### src/shared/atatf_consts.vh
`ifndef ATATF_CONSTS_VH
`define ATATF_CONSTS_VH
// Register index = {cs1 active, da2, da1, da0}
`define ATATF_IDX_DATA 4'h0
`define ATATF_IDX_FEAT_ERR 4'h1
`define ATATF_IDX_SECCNT 4'h2
`define ATATF_IDX_SECNUM 4'h3
`define ATATF_IDX_CYLLO 4'h4
`define ATATF_IDX_CYLHI 4'h5
`define ATATF_IDX_DEVHEAD 4'h6
`define ATATF_IDX_CMD_STAT 4'h7
`define ATATF_IDX_CTRL_ALT 4'he
// Register file slots
`define ATATF_REG_FEAT 3'h0
`define ATATF_REG_SECCNT 3'h1
`define ATATF_REG_SECNUM 3'h2
`define ATATF_REG_CYLLO 3'h3
`define ATATF_REG_CYLHI 3'h4
`define ATATF_REG_DEVHEAD 3'h5
`define ATATF_REG_CMD 3'h6
`define ATATF_REG_CTRL 3'h7
// Field positions
`define ATATF_DEV_BIT 4
`define ATATF_NIEN_BIT 1
`define ATATF_SRST_BIT 2
// Reset values, absent-device read value and diagnostic opcode
`define ATATF_REG_RST 8'h00
`define ATATF_ABSENT_READ 8'h00
`define ATATF_DIAG_OPCODE 8'h90
`endif

### src/logic/atatf_buf2.v
`timescale 1ns/10ps
module atatf_buf2 #(
  parameter WIDTH = 16
) (
  // Clock and reset
  input wire clock,
  input wire rst,
  // Fill side
  input wire in_valid,
  output wire in_ready,
  input wire [WIDTH-1:0] in_data,
  // Drain side
  output wire out_valid,
  input wire out_ready,
  output wire [WIDTH-1:0] out_data
);
  reg [WIDTH-1:0] mem [0:1];
  reg wr_ptr;
  reg rd_ptr;
  reg [1:0] count;
  wire push = in_valid && in_ready;
  wire pop = out_valid && out_ready;
  assign in_ready = count != 2'h2;
  assign out_valid = count != 2'h0;
  assign out_data = mem[rd_ptr];
  always @(posedge clock) begin
    if (rst) begin
      wr_ptr <= 1'b0;
      rd_ptr <= 1'b0;
      count <= 2'h0;
    end else begin
      if (push) begin
        wr_ptr <= ~wr_ptr;
      end
      if (pop) begin
        rd_ptr <= ~rd_ptr;
      end
      count <= count + {1'b0, push} - {1'b0, pop};
    end
  end
  always @(posedge clock) begin
    if (push) begin
      mem[wr_ptr] <= in_data;
    end
  end
endmodule

### src/logic/atatf_decode.v
`timescale 1ns/10ps
`include "atatf_consts.vh"
// Summary of operation
// - Register cycles answered while DEV bit equals own device number, or by device 0 for an absent device 1 while idle.
// - Cylinder-high read returns that register when idle, status when busy.
// - Device/head write when idle stores value and updates selection.
// - Shadow writes with busy 0 and data-request 1 are discarded.
// - Device/head read returns register when idle, status when busy.
// - Idle command write stores opcode, starts it, clears interrupt pending.
// - Command write while busy clears pending if reset-device supported.
// - Command-block status read drives status and clears interrupt pending; alternate status read does not clear it.
// - DMA acknowledge with request released ignores every strobe.
// - DMA acknowledge, request negated, no chip select: strobe ignored.
// - DMA acknowledge and request, busy or data-request: one word moves; a write into a full buffer is dropped.
// - Chip select during DMA acknowledge: strobe ignored.
// - Absent device 1 answered: device control written, nIEN and SRST act.
// - Absent device 1 answered: alternate status reads 00H.
// - Absent device 1 answered: features writes stored.
// - Absent device 1 answered: error register returned.
// - Absent device 1 answered: sector-count writes stored.
// - Absent device 1: commands stored, only diagnostics acted on; status 00H.
module atatf_decode #(
  parameter DEV_NUM = 0,
  parameter HAS_DEV_RESET = 1,
  parameter DATA_WIDTH = 16
) (
  // Clock and reset
  input wire clock,
  input wire rst,
  // Host pins, one-cycle strobes already synchronous
  input wire cs0_n,
  input wire cs1_n,
  input wire [2:0] da,
  input wire rd_strobe,
  input wire wr_strobe,
  input wire dmack_n,
  input wire [DATA_WIDTH-1:0] host_wdata,
  output reg [DATA_WIDTH-1:0] host_rdata,
  output reg rdata_valid,
  // DMA request pin
  input wire dmarq_req,
  output wire dmarq_out,
  output wire dmarq_oe,
  // Device state from the core
  input wire busy,
  input wire drq,
  input wire [7:0] status,
  input wire [7:0] error,
  input wire dev1_absent,
  input wire intrq_set,
  // DMA write words toward the core
  output wire dma_wvalid,
  input wire dma_wready,
  output wire [DATA_WIDTH-1:0] dma_wdata,
  output wire dma_stall,
  // DMA read words from the core
  input wire [DATA_WIDTH-1:0] dma_rdata,
  output reg dma_rd_pulse,
  // Command and control outputs
  output reg cmd_start,
  output reg [7:0] cmd_opcode,
  output reg intrq_pending,
  output wire nien,
  output wire srst,
  output wire selected,
  output wire [7:0] features,
  output wire [7:0] sector_count,
  output wire [7:0] sector_number,
  output wire [7:0] cyl_low,
  output wire [7:0] cyl_high,
  output wire [7:0] dev_head
);
  reg [7:0] regs [0:7];
  reg [2:0] wslot;
  reg wen;
  reg [7:0] rval;
  reg rhit;
  reg next_pending;
  reg next_start;
  wire cmd_blk;
  wire ctl_blk;
  wire [3:0] idx;
  wire dma_in_ready;
  wire dma_ack = !dmack_n;
  wire strobe = rd_strobe || wr_strobe;
  wire own_dev = regs[`ATATF_REG_DEVHEAD][`ATATF_DEV_BIT] == DEV_NUM[0];
  // Device 0 standing in for a missing device 1 only while idle
  wire proxy = (DEV_NUM == 0) && dev1_absent && !own_dev && !busy && !drq;
  wire idle = !busy && !drq;
  wire reg_cycle = dmack_n && strobe && (own_dev || proxy);
  wire status_rd = reg_cycle && rd_strobe && cmd_blk && idx == `ATATF_IDX_CMD_STAT;

  // Selected device always drives the request pin at the dmarq_req level; others drive it only while dmarq_req is set
  assign dmarq_oe = dmarq_req || own_dev;
  assign dmarq_out = dmarq_req;
  assign selected = own_dev;
  assign nien = regs[`ATATF_REG_CTRL][`ATATF_NIEN_BIT];
  assign srst = regs[`ATATF_REG_CTRL][`ATATF_SRST_BIT];
  assign features = regs[`ATATF_REG_FEAT];
  assign sector_count = regs[`ATATF_REG_SECCNT];
  assign sector_number = regs[`ATATF_REG_SECNUM];
  assign cyl_low = regs[`ATATF_REG_CYLLO];
  assign cyl_high = regs[`ATATF_REG_CYLHI];
  assign dev_head = regs[`ATATF_REG_DEVHEAD];

  function [2:0] shadow_slot;
    input [3:0] i;
    begin
      case (i)
        `ATATF_IDX_FEAT_ERR: shadow_slot = `ATATF_REG_FEAT;
        `ATATF_IDX_SECCNT: shadow_slot = `ATATF_REG_SECCNT;
        `ATATF_IDX_SECNUM: shadow_slot = `ATATF_REG_SECNUM;
        `ATATF_IDX_CYLLO: shadow_slot = `ATATF_REG_CYLLO;
        `ATATF_IDX_CYLHI: shadow_slot = `ATATF_REG_CYLHI;
        `ATATF_IDX_DEVHEAD: shadow_slot = `ATATF_REG_DEVHEAD;
        `ATATF_IDX_CMD_STAT: shadow_slot = `ATATF_REG_CMD;
        default: shadow_slot = `ATATF_REG_CTRL;
      endcase
    end
  endfunction

  atatf_index u_index (
    .cs0_n(cs0_n),
    .cs1_n(cs1_n),
    .da(da),
    .cmd_blk(cmd_blk),
    .ctl_blk(ctl_blk),
    .idx(idx)
  );

  // DMA word path: no chip select, acknowledge and request active, busy or drq
  wire dma_cycle = dma_ack && dmarq_req && cs0_n && cs1_n && (busy || drq);
  // A full buffer raises dma_stall; a host word written while it is full is dropped
  assign dma_stall = !dma_in_ready;

  atatf_buf2 #(
    .WIDTH(DATA_WIDTH)
  ) u_buf (
    .clock(clock),
    .rst(rst),
    .in_valid(dma_cycle && wr_strobe),
    .in_ready(dma_in_ready),
    .in_data(host_wdata),
    .out_valid(dma_wvalid),
    .out_ready(dma_wready),
    .out_data(dma_wdata)
  );

  // Write decode
  always @* begin
    wen = 1'b0;
    wslot = shadow_slot(idx);
    next_pending = intrq_pending;
    next_start = 1'b0;
    if (reg_cycle && wr_strobe) begin
      if (ctl_blk && idx == `ATATF_IDX_CTRL_ALT) begin
        wen = 1'b1;
      end else if (cmd_blk && idx != `ATATF_IDX_DATA) begin
        if (proxy) begin
          wen = 1'b1;
          if (idx == `ATATF_IDX_CMD_STAT && host_wdata[7:0] == `ATATF_DIAG_OPCODE) begin
            next_start = 1'b1;
            next_pending = 1'b0;
          end
        end else if (idle) begin
          wen = 1'b1;
          if (idx == `ATATF_IDX_CMD_STAT) begin
            next_start = 1'b1;
            next_pending = 1'b0;
          end
        end else if (idx == `ATATF_IDX_CMD_STAT && HAS_DEV_RESET != 0) begin
          next_pending = 1'b0;
        end
        // Busy 0 with drq 1 falls through: write dropped
        // Busy 1 writes to other shadows are also dropped
      end
    end
  end

  // Read decode
  always @* begin
    rval = 8'h00;
    rhit = 1'b0;
    if (reg_cycle && rd_strobe) begin
      rhit = 1'b1;
      if (ctl_blk && idx == `ATATF_IDX_CTRL_ALT) begin
        rval = proxy ? `ATATF_ABSENT_READ : status;
      end else if (cmd_blk && idx == `ATATF_IDX_CMD_STAT) begin
        rval = proxy ? `ATATF_ABSENT_READ : status;
      end else if (cmd_blk && idx != `ATATF_IDX_DATA) begin
        if (busy) begin
          rval = status;
        end else if (idx == `ATATF_IDX_FEAT_ERR) begin
          rval = error;
        end else if (proxy && idx == `ATATF_IDX_DEVHEAD) begin
          rval = regs[`ATATF_REG_DEVHEAD] | (8'h01 << `ATATF_DEV_BIT);
        end else begin
          rval = regs[shadow_slot(idx)];
        end
      end else begin
        rhit = 1'b0;
      end
    end
  end

  integer k;
  always @(posedge clock) begin
    if (rst) begin
      for (k = 0; k < 8; k = k + 1) begin
        regs[k] <= `ATATF_REG_RST;
      end
      host_rdata <= {DATA_WIDTH{1'b0}};
      rdata_valid <= 1'b0;
      cmd_start <= 1'b0;
      cmd_opcode <= `ATATF_REG_RST;
      intrq_pending <= 1'b0;
      dma_rd_pulse <= 1'b0;
    end else begin
      if (wen) begin
        regs[wslot] <= host_wdata[7:0];
      end
      cmd_start <= next_start;
      if (next_start) begin
        cmd_opcode <= host_wdata[7:0];
      end
      dma_rd_pulse <= dma_cycle && rd_strobe;
      rdata_valid <= rhit || (dma_cycle && rd_strobe);
      if (dma_cycle && rd_strobe) begin
        host_rdata <= dma_rdata;
      end else if (rhit) begin
        host_rdata <= {{(DATA_WIDTH-8){1'b0}}, rval};
      end
      // A new request from the core beats a clear in the same cycle, so none is lost
      if (intrq_set) begin
        intrq_pending <= 1'b1;
      end else if (status_rd) begin
        intrq_pending <= 1'b0;
      end else begin
        intrq_pending <= next_pending;
      end
    end
  end
endmodule

### src/logic/atatf_index.v
`timescale 1ns/10ps
module atatf_index (
  // Host address pins
  input wire cs0_n,
  input wire cs1_n,
  input wire [2:0] da,
  // Decoded target
  output wire cmd_blk,
  output wire ctl_blk,
  output wire [3:0] idx
);
  // Only one chip select at a time names a register
  assign cmd_blk = !cs0_n && cs1_n;
  assign ctl_blk = cs0_n && !cs1_n;
  assign idx = {ctl_blk, da};
endmodule

### config.mk
export PLATFORM = sky130hd
export DESIGN_NAME = atatf_decode
export DESIGN_NICKNAME = d
export VERILOG_FILES = /design/src/logic/atatf_buf2.v /design/src/logic/atatf_decode.v /design/src/logic/atatf_index.v
export VERILOG_INCLUDE_DIRS = /design/src /design/src/shared
export SDC_FILE = /design/constraint.sdc
export NUM_CORES = 1
export LEC_CHECK = 0
export BUFFER_PORTS_ARGS = -buffer_cell sky130_fd_sc_hd__buf_2
export CAP_MARGIN = 20
export CELL_PAD_IN_SITES_DETAIL_PLACEMENT = 0
export CELL_PAD_IN_SITES_GLOBAL_PLACEMENT = 1
export CORE_MARGIN = 10
export CORE_UTILIZATION = 44
export CTS_CLUSTER_SIZE = 30
export DETAILED_ROUTE_END_ITERATION = 10
export PLACE_DENSITY_LB_ADDON = 0.05
export SLEW_MARGIN = 20
export SYNTH_ARGS = -nofsm -noshare
export SYNTH_HDL_FRONTEND = slang
export SYNTH_SLANG_ARGS = --single-unit
### constraint.sdc
create_clock -name clock -period 7.4 [get_ports clock]
set_clock_uncertainty 0.2 [all_clocks]
set_input_delay 0.74 -clock clock [delete_from_list [all_inputs] [get_ports clock]]
set_output_delay 0.74 -clock clock [all_outputs]
set_load 0.005 [all_outputs]
==> results by group, run 1 <==
Power and ir drop
  • Peak supply drop: 0.000148 V
  • Pwr Density: 244 nW/um^2
  • Lkg Pwr: 0.00309 uW
  • Final Power: 1860 uW

Finish
  • Register Area: 3540 um^2
  • Design Area, Final: 7640 um^2
  • Final nets: 749
  • Share of cells above drive strength 1: 34.3%
  • Commonest non-fill, non-tap cell in the layout: buf_2
  • P&R area growth vs syn: 24.9%
  • Antenna Diode Count: 0
  • Area of the multi-input gates: 2450 um^2
  • Layout fillers: 1261
  • Most frequent cells in the layout: buf_2, edfxtp_1, and2_1, dfxtp_1, nor2_1

Die
  • CORE AREA: 13800 um^2
  • FP Rows: 43
  • Die area: 19000 um^2
  • Die H: 138 um
  • I/O Pins: 163
  • DIE WIDTH: 138 um
  • Initial Utilization: 44.4%

Worst setup path
  • Crit Path Category: input port to flip-flop
  • CP cell instances: buf_2 > nor3b_1 > o21ai_1 > nor4_4 > o21ai_2 > nor3_2 > or2_1
  • Crit path largest cell delay: 0.61 ns
  • Crit-path slowest cell: nor4_4
  • Data arrival, critical path: 3.16 ns
  • CP Launch Type: input port
  • Crit path max-delay family: simple AND/OR/NAND/NOR gates
  • Worst Path Buf+Inv: 1
  • Max FO, Critical Path: 17
  • Crit end category: flip-flop
  • Critical Path RT: 7.28 ns

Clock tree
  • Clock Path Buffers: 2
  • CTS Root Cell: clkbuf_16
  • Clock sink count: 129
  • Setup Fix Bufs, Post-CTS: 0
  • Latest clock arrival within the worst-skew pair: 0.42 ns
  • H-tree Lvls: 4
  • Clk slew on worst S/H paths: 0.05 ns
  • # resized after CTS: 0
  • Post-CTS Hold Fix Bufs: 0
  • CTS tree: yes
  • Total CTS buffers: 17

STA
  • Min Tclk post-route: 3.27 ns
  • Slew Viols, Final: 0
  • Hold Violations, Final: 0
  • RSZ-0062 raised after global routing: false
  • Final period util: 44.2%
  • Worst Max-Slew Pin Slew: 0.972 ns
  • Fmax: 305 MHz
  • Relative slew slack: 34.7%
  • Final setup fails: 0
  • Setup TNS: 0 ns

Logic synthesis
  • EDFF count, synth: 96
  • Mean area per synthesized cell: 11.6 um^2
  • Post-synthesis sequential area ratio: 57.9%
  • Cell area after synthesis: 6120 um^2
  • Synthesized Nets: 594
  • XOR/XNOR Fraction of Synth Area: 0.573%
  • Synth unique cells: 65
  • Compound-gate portion of the synthesized area: 14.3%
  • Cells after synthesis: 528
  • Yosys warns: 0
  • Post-synthesis mux area share: 5.13%
  • Asr flop ratio synth: 0%
  • Main combinational cell family by area after synthesis: simple AND/OR/NAND/NOR gates
  • Synth Area in Adders: 0.409%
  • Synth Register Bits: 129
  • Synth Area in Simple Gates: 19.4%
  • Ys flop type: edfxtp_1

Detailed routing
  • Residual DRC count: 0
  • Avg Vias per Cell: 5.66
  • Number of DRC markers in iteration 0: 446
  • Antenna Nets Post-Route: 0
  • Wirelength, routed: 19.5 mm
  • DR vias: 4959
  • DR WL/cell: 22.3 um
  • Detailed-routing iteration count for the pre-antenna-repair pass: 5

Status
  • Status: complete, no violations

Global routing
  • Vias in the first global route: 4866
  • GR peak layer: met2
  • Met1 Usage GRT: 25.2%
  • GRT overflow: 0
  • Met2 Use GR: 32.0%
  • Largest net degree at the start of global routing: 38
  • Antenna violations before repair: 0
  • Overall routing resource usage: 20.3%
  • First-pass GRT wire length: 28.7 mm
  • Met3 Resource Use GR: 7.50%

Placed design
  • Post-DP HPWL: 14.4 mm
  • Area after DPL: 7070 um^2
  • Gp weighted congestion: 0.869
  • PortBufs: 162

Run
  • MaxCap Viol Count: 0

Min path
  • Hold Path Class: flip-flop to flip-flop
==> final cells by class <==
class,instances,area share (%)
Sequential cell,129,46.4
Tap cell,180,2.95
Clock buffer,23,6.26
Timing Repair Buffer,166,11.0
Multi-Input combinational cell,363,32.0
Inverter,6,0.295
Clock inverter,9,1.10
==> where the power goes <==
group	switching (uW)	internal [uW]
sequential	33.0	803
combinational	127	114
clock	300	486
total	459	1400
==> kinds of logic (layout without fill, tap and decap cells) <==
logic type	count (synthesis)	count (layout)
AOI/OAI and AO/OA	124	124
xor gates and xnor gates	4	4
adders and majority gates	2	2
buffers and inverters	36	204
DFF	129	129
muxes	29	29
and+or+nand+nor	204	204
==> final timing paths <==
path | endpoint | start | slack, ns | cells after the start
worst max-delay path | regs[1][1] | busy | 4.13 | 7
worst min-delay path | host_rdata[7] | host_rdata[7] | 0.26 | 2
worst max register to register | regs[1][1] | regs[5][4] | 4.33 | 6
worst min register to register | host_rdata[7] | host_rdata[7] | 0.26 | 2
==> routing by layer <==
layer | wire [um] | part of all wire, % | vias to the layer above
met5 | 0 | 0 | -
met2 | 9210 | 47 | 225
met3 | 1840 | 9.4 | 26
met1 | 8070 | 41 | 2396
li1 | - | - | 2312
met4 | 382 | 2.0 | 0
==> worst register-to-register path: cells and delay by family (launching register included) <==
family / cells / cell delay, ns
compound gates: 2 / 0.46
buf+inv: 1 / 0.22
flops: 1 / 0.48
simple gates: 3 / 1.38
==> metrics by stage <==
| stage | cells | worst slack, ns | utilization, % | hold WS (ns) |
|---|---|---|---|---|
| global route | 876 | 3.92 | 55.5 | 0.291 |
| global placement | 844 | 3.86 | 51.3 | 0.235 |
| finish | 876 | 4.13 | 55.5 | 0.258 |
| floorplan | 528 | 4.08 | - | 0.250 |
| detailed placement | 844 | 3.72 | 51.3 | 0.249 |
| CTS | 876 | 4.16 | 55.4 | 0.262 |
==> flip-flops by register name (all words and copies together) (netlist names), named ones only <==
register       flops
regs              64
u_buf.mem         32
host_rdata        16
cmd_opcode         8
u_buf.count        2
cmd_start          1
dma_rd_pulse       1
intrq_pending      1
rdata_valid        1
u_buf.rd_ptr       1
u_buf.wr_ptr       1
==> cell usage after synthesis (all sizes together), types with 3 or more instances <==
cell	count	share of area, %
a21oi	21	1.7
o211ai	7	0.86
nand3	12	0.98
o22ai	8	0.82
a21o	4	0.49
a221oi	4	0.57
dfxtp	33	11
nor3	5	0.57
mux2i	10	1.6
buf	4	0.33
clkbuf	26	1.6
a31oi	4	0.41
o21ai	27	2.3
nor3b	4	0.49
a22o	8	1.1
xnor2	3	0.43
inv	4	0.25
o41ai	3	0.55
nand3b	3	0.37
a222oi	9	1.5
a211oi	7	0.86
nor4	5	1.0
or2	12	1.2
and2	62	6.5
edfxtp	96	47
a2bb2oi	3	0.43
nand2b	8	0.82
nand2	30	1.8
nor2	31	1.9
nor2b	12	1.2
mux2	19	3.5
and3	9	0.94
or3	3	0.31
o21a	4	0.49
o32ai	4	0.57
Power figures use the tool's default switching activity.
==> run 2, diff against run 1 <==
- CORE_UTILIZATION: 44 -> 41
- clock period: 7.4 -> 3.15 ns (I/O delays scaled with it)
==> run 2 against run 1 <==
Flip-flop and latch count did not move; non-clock buffer count grew 57; sequential power rose by 140%; design area grew 7.4%; clock power rose to 2.5 times the previous value; combinational power rose to 2.5 times the previous value; sequential share of layout area fell by 3.2 points; wire length rose by 5.7%; critical path depth is 2 higher; count of clock-buffer cells in the layout decreased by 1; critical endpoint is now host_rdata[5].
==> results by group, run 2 (same netlist as run 1, synthesis figures left out) <==
Clock tree
  • Latest clock arrival within the worst-skew pair: 0.43 ns
  • Clock sink count: 129
  • Total CTS buffers: 17
  • H-tree Lvls: 4
  • CTS Root Cell: clkbuf_16
  • Clock Path Buffers: 2
  • CTS tree: yes
  • Clk slew on worst S/H paths: 0.05 ns
  • Setup Fix Bufs, Post-CTS: 0
  • # resized after CTS: 0

Detailed routing
  • Residual DRC count: 0
  • Detailed-routing iteration count for the pre-antenna-repair pass: 5
  • Number of DRC markers in iteration 0: 431
  • Met2 Wirelength: 9.91 mm
  • DR WL/cell: 22.0 um
  • DR vias: 5181
  • Top layer in use: met5
  • Met1 WL: 8.54 mm
  • Wirelength, routed: 20.6 mm
  • Avg Vias per Cell: 5.53
  • Antenna Nets Post-Route: 0
  • Met3 routed WL: 1.80 mm

Placed design
  • PortBufs: 162
  • Gp weighted congestion: 0.942
  • Post-DP HPWL: 15.2 mm

Worst setup path
  • Crit Path Category: input port to flip-flop
  • FF-to-FF End: host_rdata[7]
  • Data arrival, critical path: 2.81 ns
  • CP Launch Type: input port
  • Crit end category: flip-flop
  • Critical Path RT: 3.23 ns
  • Critical R2R Launch: regs[5][4]
  • Reg2Reg Setup Slack: 0.50 ns
  • Register-to-Register Path Depth: 6
  • Max FO, Critical Path: 22

Finish
  • P&R area growth vs syn: 34.0%
  • Final nets: 806
  • Antenna Diode Count: 0
  • Most frequent cells in the layout: buf_2, edfxtp_1, and2_1, dfxtp_1, dlygate4sd3_1
  • Layout fillers: 1287
  • Biggest register: regs
  • Fin util: 56.2%
  • Commonest non-fill, non-tap cell in the layout: buf_2
  • Largest register FFs: 64
  • Share of cells above drive strength 1: 35.3%
  • Largest registers: regs: 64 flops, u_buf.mem: 32 flops, host_rdata: 16 flops

Die
  • I/O Pins: 163
  • DIE WIDTH: 142 um
  • Initial Utilization: 41.9%
  • Die area: 20200 um^2
  • CORE AREA: 14600 um^2
  • Die H: 142 um
  • FP Rows: 44

Status
  • Status: complete, no violations

STA
  • Worst Max-Slew Pin Slew: 0.772 ns
  • Fmax: 366 MHz
  • Setup TNS: 0 ns
  • Relative slew slack: 48.5%
  • Final setup fails: 0
  • Min Tclk post-route: 2.73 ns
  • Slew Viols, Final: 0
  • Hold Violations, Final: 0
  • RSZ-0062 raised after global routing: false
  • Final period util: 86.7%

Power and ir drop
  • Peak supply drop: 0.000333 V
  • Lkg Pwr: 0.00337 uW
  • Pwr Density: 557 nW/um^2
  • Final Power: 4570 uW

Min path
  • Hold EP: cmd_start
  • Hold Path Class: input port to flip-flop
  • Hold path depth: 4
  • HP Start: drq

Global routing
  • Largest net degree at the start of global routing: 28
  • Antenna violations before repair: 1
  • Vias in the first global route: 5304
  • Overall routing resource usage: 20.3%
  • GRT overflow: 0
  • First-pass GRT wire length: 31.3 mm

Run
  • MaxCap Viol Count: 0
==> run 2: changes by cell type in the layout (fill, tap and decap cells not counted), sizes merged <==
cell,change
dlygate4sd3,+32
clkinvlp,-4
clkbuf,-1
inv,+4
clkinv,+1
buf,+25
==> run 2: worst max-delay path by stage <==
stage,start,to,slack (ns),cells past startpoint
final,da[0],host_rdata[5],0.42,9
after detailed placement,host_wdata[2],cmd_opcode[0],0.37,8
after global routing,da[0],host_rdata[5],0.23,9
after global placement,host_wdata[2],cmd_opcode[6],0.41,8
after floorplan,busy,u_buf.mem[0][0],0.26,5
after CTS,da[0],host_rdata[5],0.46,9
==> run 2: area by class of cell <==
cell class / instances / area (um^2) / share of cell area (%)
sequential: 129 / 3540 / 43.2
timing repair buffer: 223 / 1360 / 16.6
clock inverter: 10 / 91.3 / 1.11
multi-input combinational: 363 / 2430 / 29.7
inverter: 6 / 22.5 / 0.275
clock buffer: 22 / 518 / 6.32
tap: 184 / 230 / 2.81
==> run 2: metal layers <==
metal / vias up / global-route usage [%]
li1: 2423 / -
met1: 2507 / 25.3
met2: 224 / 32.5
met3: 25 / 6.64
met4: 2 / 6.35
met5: - / 0
==> run 2: worst max-delay path: stages <==
cell and delay (ns):
buf_2 0.35, or2_0 0.44, o21ai_0 0.20, nand2_1 0.15
a311oi_2 0.11, buf_4 0.22, a222oi_1 0.34, dlygate4sd3_1 0.60
o21ai_0 0.07
==> run 2: what timing repair did <==
item                       4_1_cts  5_1_grt
hold buffers                    32        0
hold endpoints to repair        33        0
setup endpoints to repair        0        0
==> run 2: power by group <==
part / switching, uW / internal, uW / total [uW] / leakage, uW
Clock: 750 / 1250 / 2000 / 0.000307
Sequential: 80.0 / 1890 / 1970 / 0.00121
Combinational: 304 / 302 / 605 / 0.00185
Total: 1130 / 3440 / 4570 / 0.00337
==> run 2: per-stage QoR <==
step | worst slack (ns) | hold WS, ns | area (um^2) | instances
finish | 0.419 | 0.0267 | 8200 | 937
global placement | 0.413 | 0.230 | 7270 | 873
global route | 0.225 | 0.0427 | 8200 | 937
CTS | 0.458 | 0.00739 | 8200 | 937
floorplan | 0.256 | 0.214 | 6120 | 528
detailed placement | 0.373 | 0.237 | 7270 | 873
